File: config.mk
export PLATFORM = sky130hd
export DESIGN_NAME = dip_top
export DESIGN_NICKNAME = d
export VERILOG_FILES = /design/src/inc/dip_pkg.sv /design/src/rtl/dip_act_det.sv /design/src/rtl/dip_top.sv
export VERILOG_INCLUDE_DIRS = /design/src /design/src/inc
export SDC_FILE = /design/constraint.sdc
export NUM_CORES = 1
export LEC_CHECK = 0
export BUFFER_PORTS_ARGS = -buffer_cell sky130_fd_sc_hd__clkbuf_2
export CAP_MARGIN = 10
export CORE_AREA = 2 2 133 187
export CTS_CLUSTER_DIAMETER = 80
export CTS_CLUSTER_SIZE = 24
export DETAILED_ROUTE_END_ITERATION = 7
export DIE_AREA = 0 0 135 189
export SETUP_SLACK_MARGIN = 0.1
export SLEW_MARGIN = 15
export SYNTH_ARGS = -nofsm -noshare
export SYNTH_HDL_FRONTEND = slang
export SYNTH_SLANG_ARGS = --single-unit
File: constraint.sdc
create_clock -name ref_clk -period 2.8 [get_ports ref_clk]
set_input_delay 0 -clock ref_clk [delete_from_list [all_inputs] [get_ports ref_clk]]
set_output_delay 0 -clock ref_clk [all_outputs]
set_load 0.01 [all_outputs]
File: src/inc/dip_map.svh
// register map, field positions, reset values and timing of the selector
`ifndef DIP_MAP_SVH
`define DIP_MAP_SVH
`define DIP_ADDR_CTRL  8'h0F
`define DIP_BIT_OVR    2
`define DIP_BIT_SEL    1
`define DIP_ADDR_PWR   8'h14
`define DIP_BIT_PWR    1
`define DIP_ADDR_DET   8'h15
`define DIP_BIT_HS     7
`define DIP_BIT_SOG    6
`define DIP_BIT_VS     5
`define DIP_BIT_LCK    4
`define DIP_ADDR_FMT   8'h16
`define DIP_BIT_FMT    0
`define DIP_ADDR_STAT  8'h17
`define DIP_BIT_QUAL   2
`define DIP_MODE_HI    1
`define DIP_MODE_LO    0
`define DIP_PWR_RST    1'b1
`define DIP_OVR_RST    1'b0
`define DIP_SEL_RST    1'b0
`define DIP_FMT_RST    1'b0
`define DIP_DE_NEEDED  6'h20
`define DIP_LOSS_MS    100
`define DIP_CLK_MHZ    25
`define DIP_LOSS_CYC   (`DIP_LOSS_MS * 1000 * `DIP_CLK_MHZ)
`define DIP_SYNC_LAG   3
`endif

File: src/inc/dip_pkg.sv
// types shared by the interface selector
package dip_pkg;
  typedef enum logic [1:0] {
    DIP_SEEK    = 2'b00,
    DIP_ANALOG  = 2'b01,
    DIP_DIGITAL = 2'b10,
    DIP_OFF     = 2'b11
  } dip_mode_type;
endpackage

File: src/rtl/dip_act_det.sv
// activity detector: edge seen recently on a pin
`timescale 1ns/1ps
`include "dip_map.svh"
module dip_act_det #(
  parameter int unsigned LOSS_CYCLES = `DIP_LOSS_CYC
) (
  // clock and reset
  input  wire logic ref_clk,
  input  wire logic resetn,
  // control and pin
  input  wire logic enable,
  input  wire logic pin,
  // result
  output logic      active,
  output logic      rise
);
  localparam logic [21:0] LIMIT = 22'(LOSS_CYCLES - `DIP_SYNC_LAG);
  logic [2:0]  sync;
  logic [21:0] idle;
  logic [2:0]  next_sync;
  logic [21:0] next_idle;
  logic        next_active;

  assign rise = sync[1] & ~sync[2];

  always_comb begin
    next_sync   = {sync[1:0], pin};
    next_idle   = idle;
    next_active = active;
    if (!enable) begin
      next_idle   = 22'h000000;
      next_active = 1'b0;
    end else if (rise) begin
      next_idle   = 22'h000000;
      next_active = 1'b1;
    end else if (idle >= LIMIT) begin
      next_active = 1'b0;
    end else begin
      next_idle = idle + 22'h000001;
    end
  end

  always_ff @(posedge ref_clk) begin
    if (!resetn) begin
      sync   <= 3'h0;
      idle   <= 22'h000000;
      active <= 1'b0;
    end else begin
      sync   <= next_sync;
      idle   <= next_idle;
      active <= next_active;
    end
  end
endmodule

File: src/rtl/dip_top.sv
// interface detect and power selection for the dual video input
`timescale 1ns/1ps
`include "dip_map.svh"
module dip_top #(
  parameter int unsigned LOSS_CYCLES = `DIP_LOSS_CYC
) (
  // clock and reset
  input  wire logic       ref_clk,
  input  wire logic       resetn,
  // register port
  input  wire logic [7:0] reg_addr,
  input  wire logic [7:0] reg_wdata,
  input  wire logic       reg_wr,
  input  wire logic       reg_rd,
  output logic      [7:0] reg_rdata,
  // activity pins
  input  wire logic       hsync_in,
  input  wire logic       vsync_in,
  input  wire logic       green_embedded_sync,
  input  wire logic       link_clk_in,
  input  wire logic       de_in,
  // pixel sources
  input  wire logic [7:0] ana_red,
  input  wire logic [7:0] ana_green,
  input  wire logic [7:0] ana_blue,
  input  wire logic [7:0] dig_red,
  input  wire logic [7:0] dig_green,
  input  wire logic [7:0] dig_blue,
  // shared pixel outputs
  output logic      [7:0] red_out,
  output logic      [7:0] green_out,
  output logic      [7:0] blue_out,
  // power enables and state
  output logic            pwr_ana_core,
  output logic            pwr_dig_core,
  output logic            pwr_bandgap,
  output logic            pwr_hs_det,
  output logic            pwr_vs_det,
  output logic            pwr_sog_det,
  output logic            pwr_lck_det,
  output logic            pwr_red_out,
  output logic            pwr_green_out,
  output logic            pwr_blue_out,
  output dip_pkg::dip_mode_type mode
);
  // control registers
  logic active_override_bit;
  logic active_select_bit;
  logic pwr_on;
  logic fmt_422;
  logic next_ovr, next_sel, next_pwr, next_fmt;
  logic [7:0] next_rdata;
  // detection
  logic       hs_act, vs_act, sog_act, lck_act, de_act, de_rise;
  logic       ana_det, dig_qual, qualify;
  logic [5:0] de_cnt;
  logic [5:0] next_de_cnt;
  // selection and power
  dip_pkg::dip_mode_type next_mode;
  logic next_ana_core, next_dig_core, next_bandgap;
  logic next_hs_det, next_vs_det, next_sog_det, next_lck_det;
  logic next_red_pw, next_green_pw, next_blue_pw;
  logic [7:0] next_red, next_green, next_blue;
  function automatic dip_pkg::dip_mode_type pick_mode(
    input logic pwr, input logic ovr, input logic sel,
    input logic ana, input logic dig);
    dip_pkg::dip_mode_type m;
    m = dip_pkg::DIP_SEEK;
    if (!pwr) begin
      m = dip_pkg::DIP_OFF;
    end else if (ovr) begin
      m = sel ? dip_pkg::DIP_DIGITAL : dip_pkg::DIP_ANALOG;
    end else if (ana && dig) begin
      m = sel ? dip_pkg::DIP_DIGITAL : dip_pkg::DIP_ANALOG;
    end else if (ana) begin
      m = dip_pkg::DIP_ANALOG;
    end else if (dig) begin
      m = dip_pkg::DIP_DIGITAL;
    end
    return m;
  endfunction

  // activity detectors
  dip_act_det #(.LOSS_CYCLES(LOSS_CYCLES)) u_hs (
    .ref_clk(ref_clk), .resetn(resetn), .enable(pwr_on),
    .pin(hsync_in), .active(hs_act), .rise());
  dip_act_det #(.LOSS_CYCLES(LOSS_CYCLES)) u_vs (
    .ref_clk(ref_clk), .resetn(resetn), .enable(pwr_on),
    .pin(vsync_in), .active(vs_act), .rise());
  dip_act_det #(.LOSS_CYCLES(LOSS_CYCLES)) u_sog (
    .ref_clk(ref_clk), .resetn(resetn), .enable(pwr_on),
    .pin(green_embedded_sync), .active(sog_act), .rise());
  dip_act_det #(.LOSS_CYCLES(LOSS_CYCLES)) u_lck (
    .ref_clk(ref_clk), .resetn(resetn), .enable(pwr_on),
    .pin(link_clk_in), .active(lck_act), .rise());
  dip_act_det #(.LOSS_CYCLES(LOSS_CYCLES)) u_de (
    .ref_clk(ref_clk), .resetn(resetn), .enable(pwr_dig_core),
    .pin(de_in), .active(de_act), .rise(de_rise));
  assign ana_det  = hs_act | vs_act | sog_act;
  assign dig_qual = (de_cnt == `DIP_DE_NEEDED);
  assign qualify  = lck_act && !dig_qual && mode == dip_pkg::DIP_SEEK;
  // DE qualification counter
  always_comb begin
    next_de_cnt = de_cnt;
    if (!lck_act) begin
      next_de_cnt = 6'h00;
    end else if (dig_qual) begin
      next_de_cnt = de_cnt;
    end else if (pwr_dig_core && !de_act) begin
      next_de_cnt = 6'h00;
    end else if (pwr_dig_core && de_rise) begin
      next_de_cnt = de_cnt + 6'h01;
    end
  end
  always_ff @(posedge ref_clk) begin
    if (!resetn) begin
      de_cnt <= 6'h00;
    end else begin
      de_cnt <= next_de_cnt;
    end
  end
  // register port
  always_comb begin
    next_ovr   = active_override_bit;
    next_sel   = active_select_bit;
    next_pwr   = pwr_on;
    next_fmt   = fmt_422;
    next_rdata = 8'h00;
    if (reg_wr) begin
      case (reg_addr)
        `DIP_ADDR_CTRL: begin
          next_ovr = reg_wdata[`DIP_BIT_OVR];
          next_sel = reg_wdata[`DIP_BIT_SEL];
        end
        `DIP_ADDR_PWR: next_pwr = reg_wdata[`DIP_BIT_PWR];
        `DIP_ADDR_FMT: next_fmt = reg_wdata[`DIP_BIT_FMT];
        default: next_pwr = pwr_on;
      endcase
    end
    if (reg_rd) begin
      case (reg_addr)
        `DIP_ADDR_CTRL: begin
          next_rdata[`DIP_BIT_OVR] = active_override_bit;
          next_rdata[`DIP_BIT_SEL] = active_select_bit;
        end
        `DIP_ADDR_PWR: next_rdata[`DIP_BIT_PWR] = pwr_on;
        `DIP_ADDR_DET: begin
          next_rdata[`DIP_BIT_HS]  = hs_act;
          next_rdata[`DIP_BIT_VS]  = vs_act;
          next_rdata[`DIP_BIT_SOG] = sog_act;
          next_rdata[`DIP_BIT_LCK] = lck_act;
        end
        `DIP_ADDR_FMT: next_rdata[`DIP_BIT_FMT] = fmt_422;
        `DIP_ADDR_STAT: begin
          next_rdata[`DIP_MODE_HI:`DIP_MODE_LO] = mode;
          next_rdata[`DIP_BIT_QUAL] = dig_qual;
        end
        default: next_rdata = 8'h00;
      endcase
    end
  end
  always_ff @(posedge ref_clk) begin
    if (!resetn) begin
      active_override_bit <= `DIP_OVR_RST;
      active_select_bit   <= `DIP_SEL_RST;
      pwr_on              <= `DIP_PWR_RST;
      fmt_422             <= `DIP_FMT_RST;
      reg_rdata           <= 8'h00;
    end else begin
      active_override_bit <= next_ovr;
      active_select_bit   <= next_sel;
      pwr_on              <= next_pwr;
      fmt_422             <= next_fmt;
      reg_rdata           <= next_rdata;
    end
  end
  // mode, power plan and pixel routing
  always_comb begin
    next_mode = pick_mode(pwr_on, active_override_bit, active_select_bit,
                          ana_det, dig_qual);
    next_ana_core = 1'b0;
    next_dig_core = 1'b0;
    next_bandgap  = 1'b0;
    next_hs_det   = 1'b0;
    next_vs_det   = 1'b0;
    next_sog_det  = 1'b0;
    next_lck_det  = 1'b0;
    next_red_pw   = 1'b0;
    next_green_pw = 1'b0;
    next_blue_pw  = 1'b0;
    next_red      = 8'h00;
    next_green    = 8'h00;
    next_blue     = 8'h00;
    case (mode)
      dip_pkg::DIP_SEEK: begin
        next_hs_det   = 1'b1;
        next_lck_det  = 1'b1;
        next_sog_det  = 1'b1;
        next_dig_core = qualify;
      end
      dip_pkg::DIP_DIGITAL: begin
        next_dig_core = 1'b1;
        next_bandgap  = 1'b1;
        next_hs_det   = 1'b1;
        next_vs_det   = 1'b1;
        next_sog_det  = 1'b1;
        next_lck_det  = 1'b1;
        next_red_pw   = 1'b1;
        next_green_pw = 1'b1;
        next_blue_pw  = 1'b1;
        next_red      = dig_red;
        next_green    = dig_green;
        next_blue     = dig_blue;
      end
      dip_pkg::DIP_ANALOG: begin
        next_ana_core = 1'b1;
        next_bandgap  = 1'b1;
        next_hs_det   = 1'b1;
        next_vs_det   = 1'b1;
        next_sog_det  = 1'b1;
        next_lck_det  = 1'b1;
        next_red_pw   = 1'b1;
        next_green_pw = 1'b1;
        next_blue_pw  = !fmt_422;
        next_red      = ana_red;
        next_green    = ana_green;
        next_blue     = fmt_422 ? 8'h00 : ana_blue;
      end
      default: next_ana_core = 1'b0;
    endcase
  end
  always_ff @(posedge ref_clk) begin
    if (!resetn) begin
      mode          <= dip_pkg::DIP_SEEK;
      pwr_ana_core  <= 1'b0;
      pwr_dig_core  <= 1'b0;
      pwr_bandgap   <= 1'b0;
      pwr_hs_det    <= 1'b0;
      pwr_vs_det    <= 1'b0;
      pwr_sog_det   <= 1'b0;
      pwr_lck_det   <= 1'b0;
      pwr_red_out   <= 1'b0;
      pwr_green_out <= 1'b0;
      pwr_blue_out  <= 1'b0;
      red_out       <= 8'h00;
      green_out     <= 8'h00;
      blue_out      <= 8'h00;
    end else begin
      mode          <= next_mode;
      pwr_ana_core  <= next_ana_core;
      pwr_dig_core  <= next_dig_core;
      pwr_bandgap   <= next_bandgap;
      pwr_hs_det    <= next_hs_det;
      pwr_vs_det    <= next_vs_det;
      pwr_sog_det   <= next_sog_det;
      pwr_lck_det   <= next_lck_det;
      pwr_red_out   <= next_red_pw;
      pwr_green_out <= next_green_pw;
      pwr_blue_out  <= next_blue_pw;
      red_out       <= next_red;
      green_out     <= next_green;
      blue_out      <= next_blue;
    end
  end
endmodule

==> impl_metrics.ini, run 1 <==
[placement]
gp_congestion = 0.836
port_buffers = 110
dp_hpwl_mm = 12.9

[final_layout]
final_util_pct = 43.6
final_common_cell = dfxtp_1
layout-drive-gt1-share_pct = 16.1
finalNetCount = 1225
insertedDiodeCount = 0
areaGrowthSynthToFinish_pct = 25.8
final_cell_mix = dfxtp_1 (178), nor2_1 (145), clkbuf_2 (110)

[global_routing]
top_usage_layer = met2
grt_pass1_wl_mm = 32.1
grt_max_degree = 27
use_met2_pct = 27.6
grt_pass1_vias = 6882
use_met1_pct = 17.6
antenna_found_initial = 0
use_met3_pct = 3.00
grt.overflow.total = 0
grt_usage_pct = 15.4

[routing]
first_iter_violations = 340
drc = 0
ant_nets = 0
viasPerCell = 4.94
drtPass1Iterations = 5
wl_per_cell_um = 13.1
num_vias = 7188
finalWirelength_mm = 19.1

[power]
p_leak_nw = 3.86
intPower_mw = 3.99
power_switching_mw = 1.28
irDropWorstVdd_mv = 0.431
p_clk_share_pct = 45.1
swShare_pct = 24.3
seqPwrFrac_pct = 49.2
p_comb_share_pct = 5.7
powerDensity_nw_per_um2 = 507

[worst_setup_path]
cp_top_family = buffers and inverters
cp.required_ps = 3160
cp_max_fo = 18
crit_arrival_ps = 2850
crit_slowest_cell = nor2b_1
endpoint_kind = flop
cp-start-kind = flop
crit_path_max_incr_delay_ps = 640
cp_cell_sequence = inv_1 > ha_1 > buf_4 > nor2b_1 > a22oi_1 > dlygate4sd3_1 > nor2_1
cp_num_buf_inv = 3
critical_path_class = reg -> reg

[synthesis]
synth.distinct_cells = 71
synth_area_leader_cell = dfxtp_1
syn_area_per_cell_um2 = 8.62
netlist_area_um2 = 8260
synth-edff-count = 0
synth-warning-count = 0
syn_inst = 958
synthFlopType = dfxtp_1
synth-seq-cells = 178
synth-seq-area-share_pct = 43.2
synth_top_area_share_pct = 43.2
synth.area.top_cells = dfxtp_1 (43%), xnor2_1 (7.5%), nor2_1 (6.6%)
syn-num-nets = 1052
async_reset_ff_share_pct = 0

[floorplanning]
die_h_um = 189
coreArea_um2 = 23800
chipWidth_um = 135
ioPinCount = 117
floorplan.die_area_um2 = 25500
rows = 67
start_util_pct = 34.7

[clocking]
numCtsBuffers = 17
clock_sinks = 178
root_buffer = clkbuf_16
clk_path_buf_depth = 2
cts.clk_slew.worst_paths_ps = 70
htree_levels = 4
cts_tree = yes
clkLatencyLatePin_ps = 430

[worst_hold_path]
hp-class = in -> reg

[sta]
relSlewSlack_pct = 44.0
tightest_slew_ps = 840
hold_viol = 0
fin_crit_ps = 2490
slew_viol_final = 0
max_freq_ghz = 0.402
finClkSkew_ps = 10.2
setup_viol = 0
fin_crit_sh_pct = 88.9
rsz0062_at_grt = false
setup_tns_ps = 0

[status]
run_status = complete, no violations

[flow_run]
max_cap_viol_count = 0
==> synthesized netlist by cell type, types with 10 or more instances <==
cell type	number
a21boi_0	10
a21oi_1	39
a22oi_1	24
and2_1	31
and3_1	15
clkbuf_1	26
dfxtp_1	178
ha_1	21
inv_1	28
nand2_1	68
nand2b_1	12
nand3_1	57
nand4_1	19
nor2_1	145
nor3_1	36
nor4_1	22
o21ai_0	15
or3_1	13
xnor2_1	71
xor2_1	16
==> tightest hold or removal path, delay by kind of cell <==
| kind | cells | cell delay (ps) |
|---|---|---|
| and+or+nand+nor | 2 | 320 |
| buffers and inverters | 1 | 100 |
==> routing by layer <==
| layer | vias to the layer above | share of wire, % |
|---|---|---|
| met5 | - | 0 |
| met4 | 0 | 1.9 |
| met3 | 32 | 2.9 |
| met2 | 105 | 52 |
| met1 | 3373 | 43 |
| li1 | 3678 | - |
==> metrics by stage <==
stage	power, mW	setup slack [ps]	cells	cell area (um2)	hold slack [ps]
floorplan	2.79	743	958	8260	125
global placement	2.88	501	1356	9140	211
detailed placement	2.89	467	1356	9140	210
CTS	5.34	301	1454	10400	5.46
global route	5.48	163	1454	10400	20.3
finish	5.27	310	1454	10400	33.2
==> final timing paths <==
path / from / slack [ps] / to / cells past startpoint
setup / recovery: mode[1]$_SDFF_PN0_ / 310 / blue_out[0]$_SDFF_PN0_ / 7
hold reg to reg: u_sog.sync[0]$_SDFF_PN0_ / 440 / u_sog.sync[1]$_SDFF_PN0_ / 1
setup reg to reg: mode[1]$_SDFF_PN0_ / 310 / blue_out[0]$_SDFF_PN0_ / 7
hold / removal: reg_addr[1] / 30 / reg_rdata[0]$_SDFF_PN0_ / 3
==> kinds of logic (layout without fill, tap and decap cells) <==
family | count (synthesis) | in the layout | synth area share [%]
other | 1 | 1 | 0.0454
adder cells (fa/ha/maj) | 21 | 21 | 3.18
XOR/XNOR | 87 | 87 | 9.23
AND/OR/NAND/NOR | 460 | 460 | 28.1
flip-flops | 178 | 178 | 43.2
buffers and inverters | 66 | 252 | 3.52
multiplexers | 7 | 7 | 0.849
AO/OA/AOI/OAI | 138 | 138 | 11.9
==> repair_timing <==
item                                    CTS  global route
setup buffers                             0             0
endpoints found under the hold margin    36             0
endpoints found under the setup margin    0             1
gates resized for setup                   0             1
hold buffers                             66             0
==> state kept, by name, indices dropped and copies added (netlist names), 6 cells and up <==
register    cells
red_out         8
u_vs.idle      22
u_hs.idle      22
u_sog.idle     22
green_out       8
u_de.idle      22
reg_rdata       7
de_cnt          6
u_lck.idle     22
blue_out        8
==> area by class of cell <==
class | instances | area, um2
fillers | 2344 | 13400
flip-flops and latches | 178 | 3560
multi-input cells | 714 | 4420
well taps | 310 | 388
inverters | 28 | 105
repair buffers | 192 | 1330
clock buffers | 17 | 425
clock inverters | 15 | 161
==> power groups by stage <==
stage	clock (mW)	sequential, mW	combinational [mW]
after detailed placement	0	2.65	0.234
final	2.37	2.59	0.299
after global placement	0	2.65	0.231
after CTS	2.44	2.59	0.298
after global routing	2.55	2.60	0.334
after floorplan	0	2.65	0.138
Note: power is estimated with default switching activity, not from simulation.
==> inputs of run 2 (changes only) <==
--- a/config.mk
+++ b/config.mk
@@ -8,12 +8,14 @@
 export LEC_CHECK = 0
 export BUFFER_PORTS_ARGS = -buffer_cell sky130_fd_sc_hd__clkbuf_2
 export CAP_MARGIN = 10
-export CORE_AREA = 2 2 133 187
+export CORE_AREA = 2 2 107 150
 export CTS_CLUSTER_DIAMETER = 80
 export CTS_CLUSTER_SIZE = 24
 export DETAILED_ROUTE_END_ITERATION = 7
-export DIE_AREA = 0 0 135 189
+export DIE_AREA = 0 0 109 152
+export PLACE_DENSITY = 0.76
 export SETUP_SLACK_MARGIN = 0.1
+export SKIP_CTS_REPAIR_TIMING = 1
 export SLEW_MARGIN = 15
 export SYNTH_ARGS = -nofsm -noshare
 export SYNTH_HDL_FRONTEND = slang
==> run 2 against run 1 <==
Against the previous run: sequential power about the same; final area down 2.6%; flip-flop and latch count unchanged; first-iteration DRC count down 2.6%; final cell count down 8.6%; setup slack worse by 31 ps; fmax down 1.2%; count of clock-buffer cells in the layout up 6; total power down 2.2%; global-route usage up 7.1 points; critical endpoint unchanged; highest routed layer unchanged.
==> impl_metrics.ini, run 2 (same netlist as run 1, synthesis figures left out) <==
[status]
run_status = complete, no violations

[worst_setup_path]
endpoint_kind = flop
cp_max_fo = 18
crit_arrival_ps = 2870
critical_path_class = reg -> reg
worstRegToRegCells = 7
cp-start-kind = flop
cp.required_ps = 3140

[global_routing]
top_usage_layer = met2
use_met1_pct = 26.5
grt_usage_pct = 22.5
use_met3_pct = 4.80
use_met2_pct = 39.1
grt_pass1_wl_mm = 30.3
grt_pass1_vias = 6631
grt.overflow.total = 0
grt_max_degree = 27
antenna_found_initial = 0

[sta]
hold_viol = 0
tightest_slew_ps = 980
slew_viol_final = 0
setup_viol = 0
rsz0062_at_grt = false
fin_hold_ws_ps = 13.8
fin_crit_sh_pct = 90.1
fin_crit_ps = 2520
finClkSkew_ps = 5.89
setup_tns_ps = 0
relSlewSlack_pct = 34.7
max_freq_ghz = 0.397

[routing]
first_iter_violations = 331
viasPerCell = 5.53
finalWirelength_mm = 20.2
drc = 0
ant_nets = 0
wl_per_cell_um = 15.2
drtPass1Iterations = 6
num_vias = 7351

[floorplanning]
floorplan.die_area_um2 = 16600
chipWidth_um = 109
rows = 54
coreArea_um2 = 15300
ioPinCount = 117
start_util_pct = 53.8
die_h_um = 152

[power]
p_comb_share_pct = 6.1
p_clk_share_pct = 43.5
seqPwrFrac_pct = 50.4
p_leak_nw = 3.80
powerDensity_nw_per_um2 = 509
intPower_mw = 3.99
swShare_pct = 22.6
power_switching_mw = 1.17
irDropWorstVdd_mv = 0.416

[placement]
dp_hpwl_mm = 12.8
port_buffers = 110
gp_congestion = 0.822
dpl_cell_area_um2 = 8950

[final_layout]
insertedDiodeCount = 0
design_area_um2 = 10100
areaGrowthSynthToFinish_pct = 22.5
final_cell_mix = dfxtp_1 (178), nor2_1 (145), clkbuf_2 (110)
finalNetCount = 1215
final_common_cell = dfxtp_1
layout-drive-gt1-share_pct = 15.2

[flow_run]
max_cap_viol_count = 0

[clocking]
htree_levels = 4
cts_tree = yes
cts.clk_slew.worst_paths_ps = 60
root_buffer = clkbuf_16
numCtsBuffers = 17
clk_path_buf_depth = 2
clkLatencyLatePin_ps = 430
clock_sinks = 178

[worst_hold_path]
hold_depth = 4
hp-class = in -> reg
==> run 2: final timing paths <==
kind / from / to / slack, ps
setup / recovery: mode[1]$_SDFF_PN0_ / blue_out[0]$_SDFF_PN0_ / 280
hold / removal: reg_addr[4] / active_select_bit$_SDFFE_PN0P_ / 10
setup reg to reg: mode[1]$_SDFF_PN0_ / blue_out[0]$_SDFF_PN0_ / 280
hold reg to reg: u_de.sync[0]$_SDFF_PN0_ / u_de.sync[1]$_SDFF_PN0_ / 440
==> run 2: power by group through the flow <==
stage | Sequential [mW] | Clock, mW | Combinational (mW)
after global placement | 2.65 | 0 | 0.232
after floorplan | 2.65 | 0 | 0.138
after CTS | 2.59 | 2.27 | 0.239
after detailed placement | 2.65 | 0 | 0.238
final | 2.60 | 2.24 | 0.316
after global routing | 2.60 | 2.38 | 0.344
==> run 2: per-layer routing <==
metal | vias to the layer above | wire [um] | part of all wire (%)
li1 | 3654 | - | -
met1 | 3427 | 8250 | 41
met2 | 235 | 10300 | 51
met3 | 35 | 1050 | 5.2
met4 | 0 | 601 | 3.0
met5 | - | 0 | 0
==> run 2: worst max-delay path, stage by stage, from the launching register on <==
cell and delay [ps]:
dfxtp_1 370, inv_1 110, ha_1 660, nor2b_1 230, buf_4 200, a22oi_1 90
dlygate4sd3_1 640, nor2_1 130
==> run 2: per-stage QoR <==
stage / total power, mW / util (%) / instances / setup slack (ps)
global placement: 2.88 / 58.3 / 1236 / 508
global route: 5.32 / 66.0 / 1329 / 194
detailed placement: 2.89 / 58.3 / 1236 / 485
CTS: 5.10 / 61.9 / 1267 / 452
finish: 5.15 / 66.0 / 1329 / 278
floorplan: 2.79 / - / 958 / 743
==> run 2: layout make-up <==
| class | count | area (um2) |
|---|---|---|
| Inverter | 28 | 105 |
| Sequential cell | 178 | 3560 |
| Fill cell | 1186 | 5220 |
| Clock buffer | 23 | 468 |
| Timing Repair Buffer | 182 | 1250 |
| Multi-Input combinational cell | 714 | 4410 |
| Clock inverter | 8 | 81.3 |
| Tap cell | 196 | 245 |
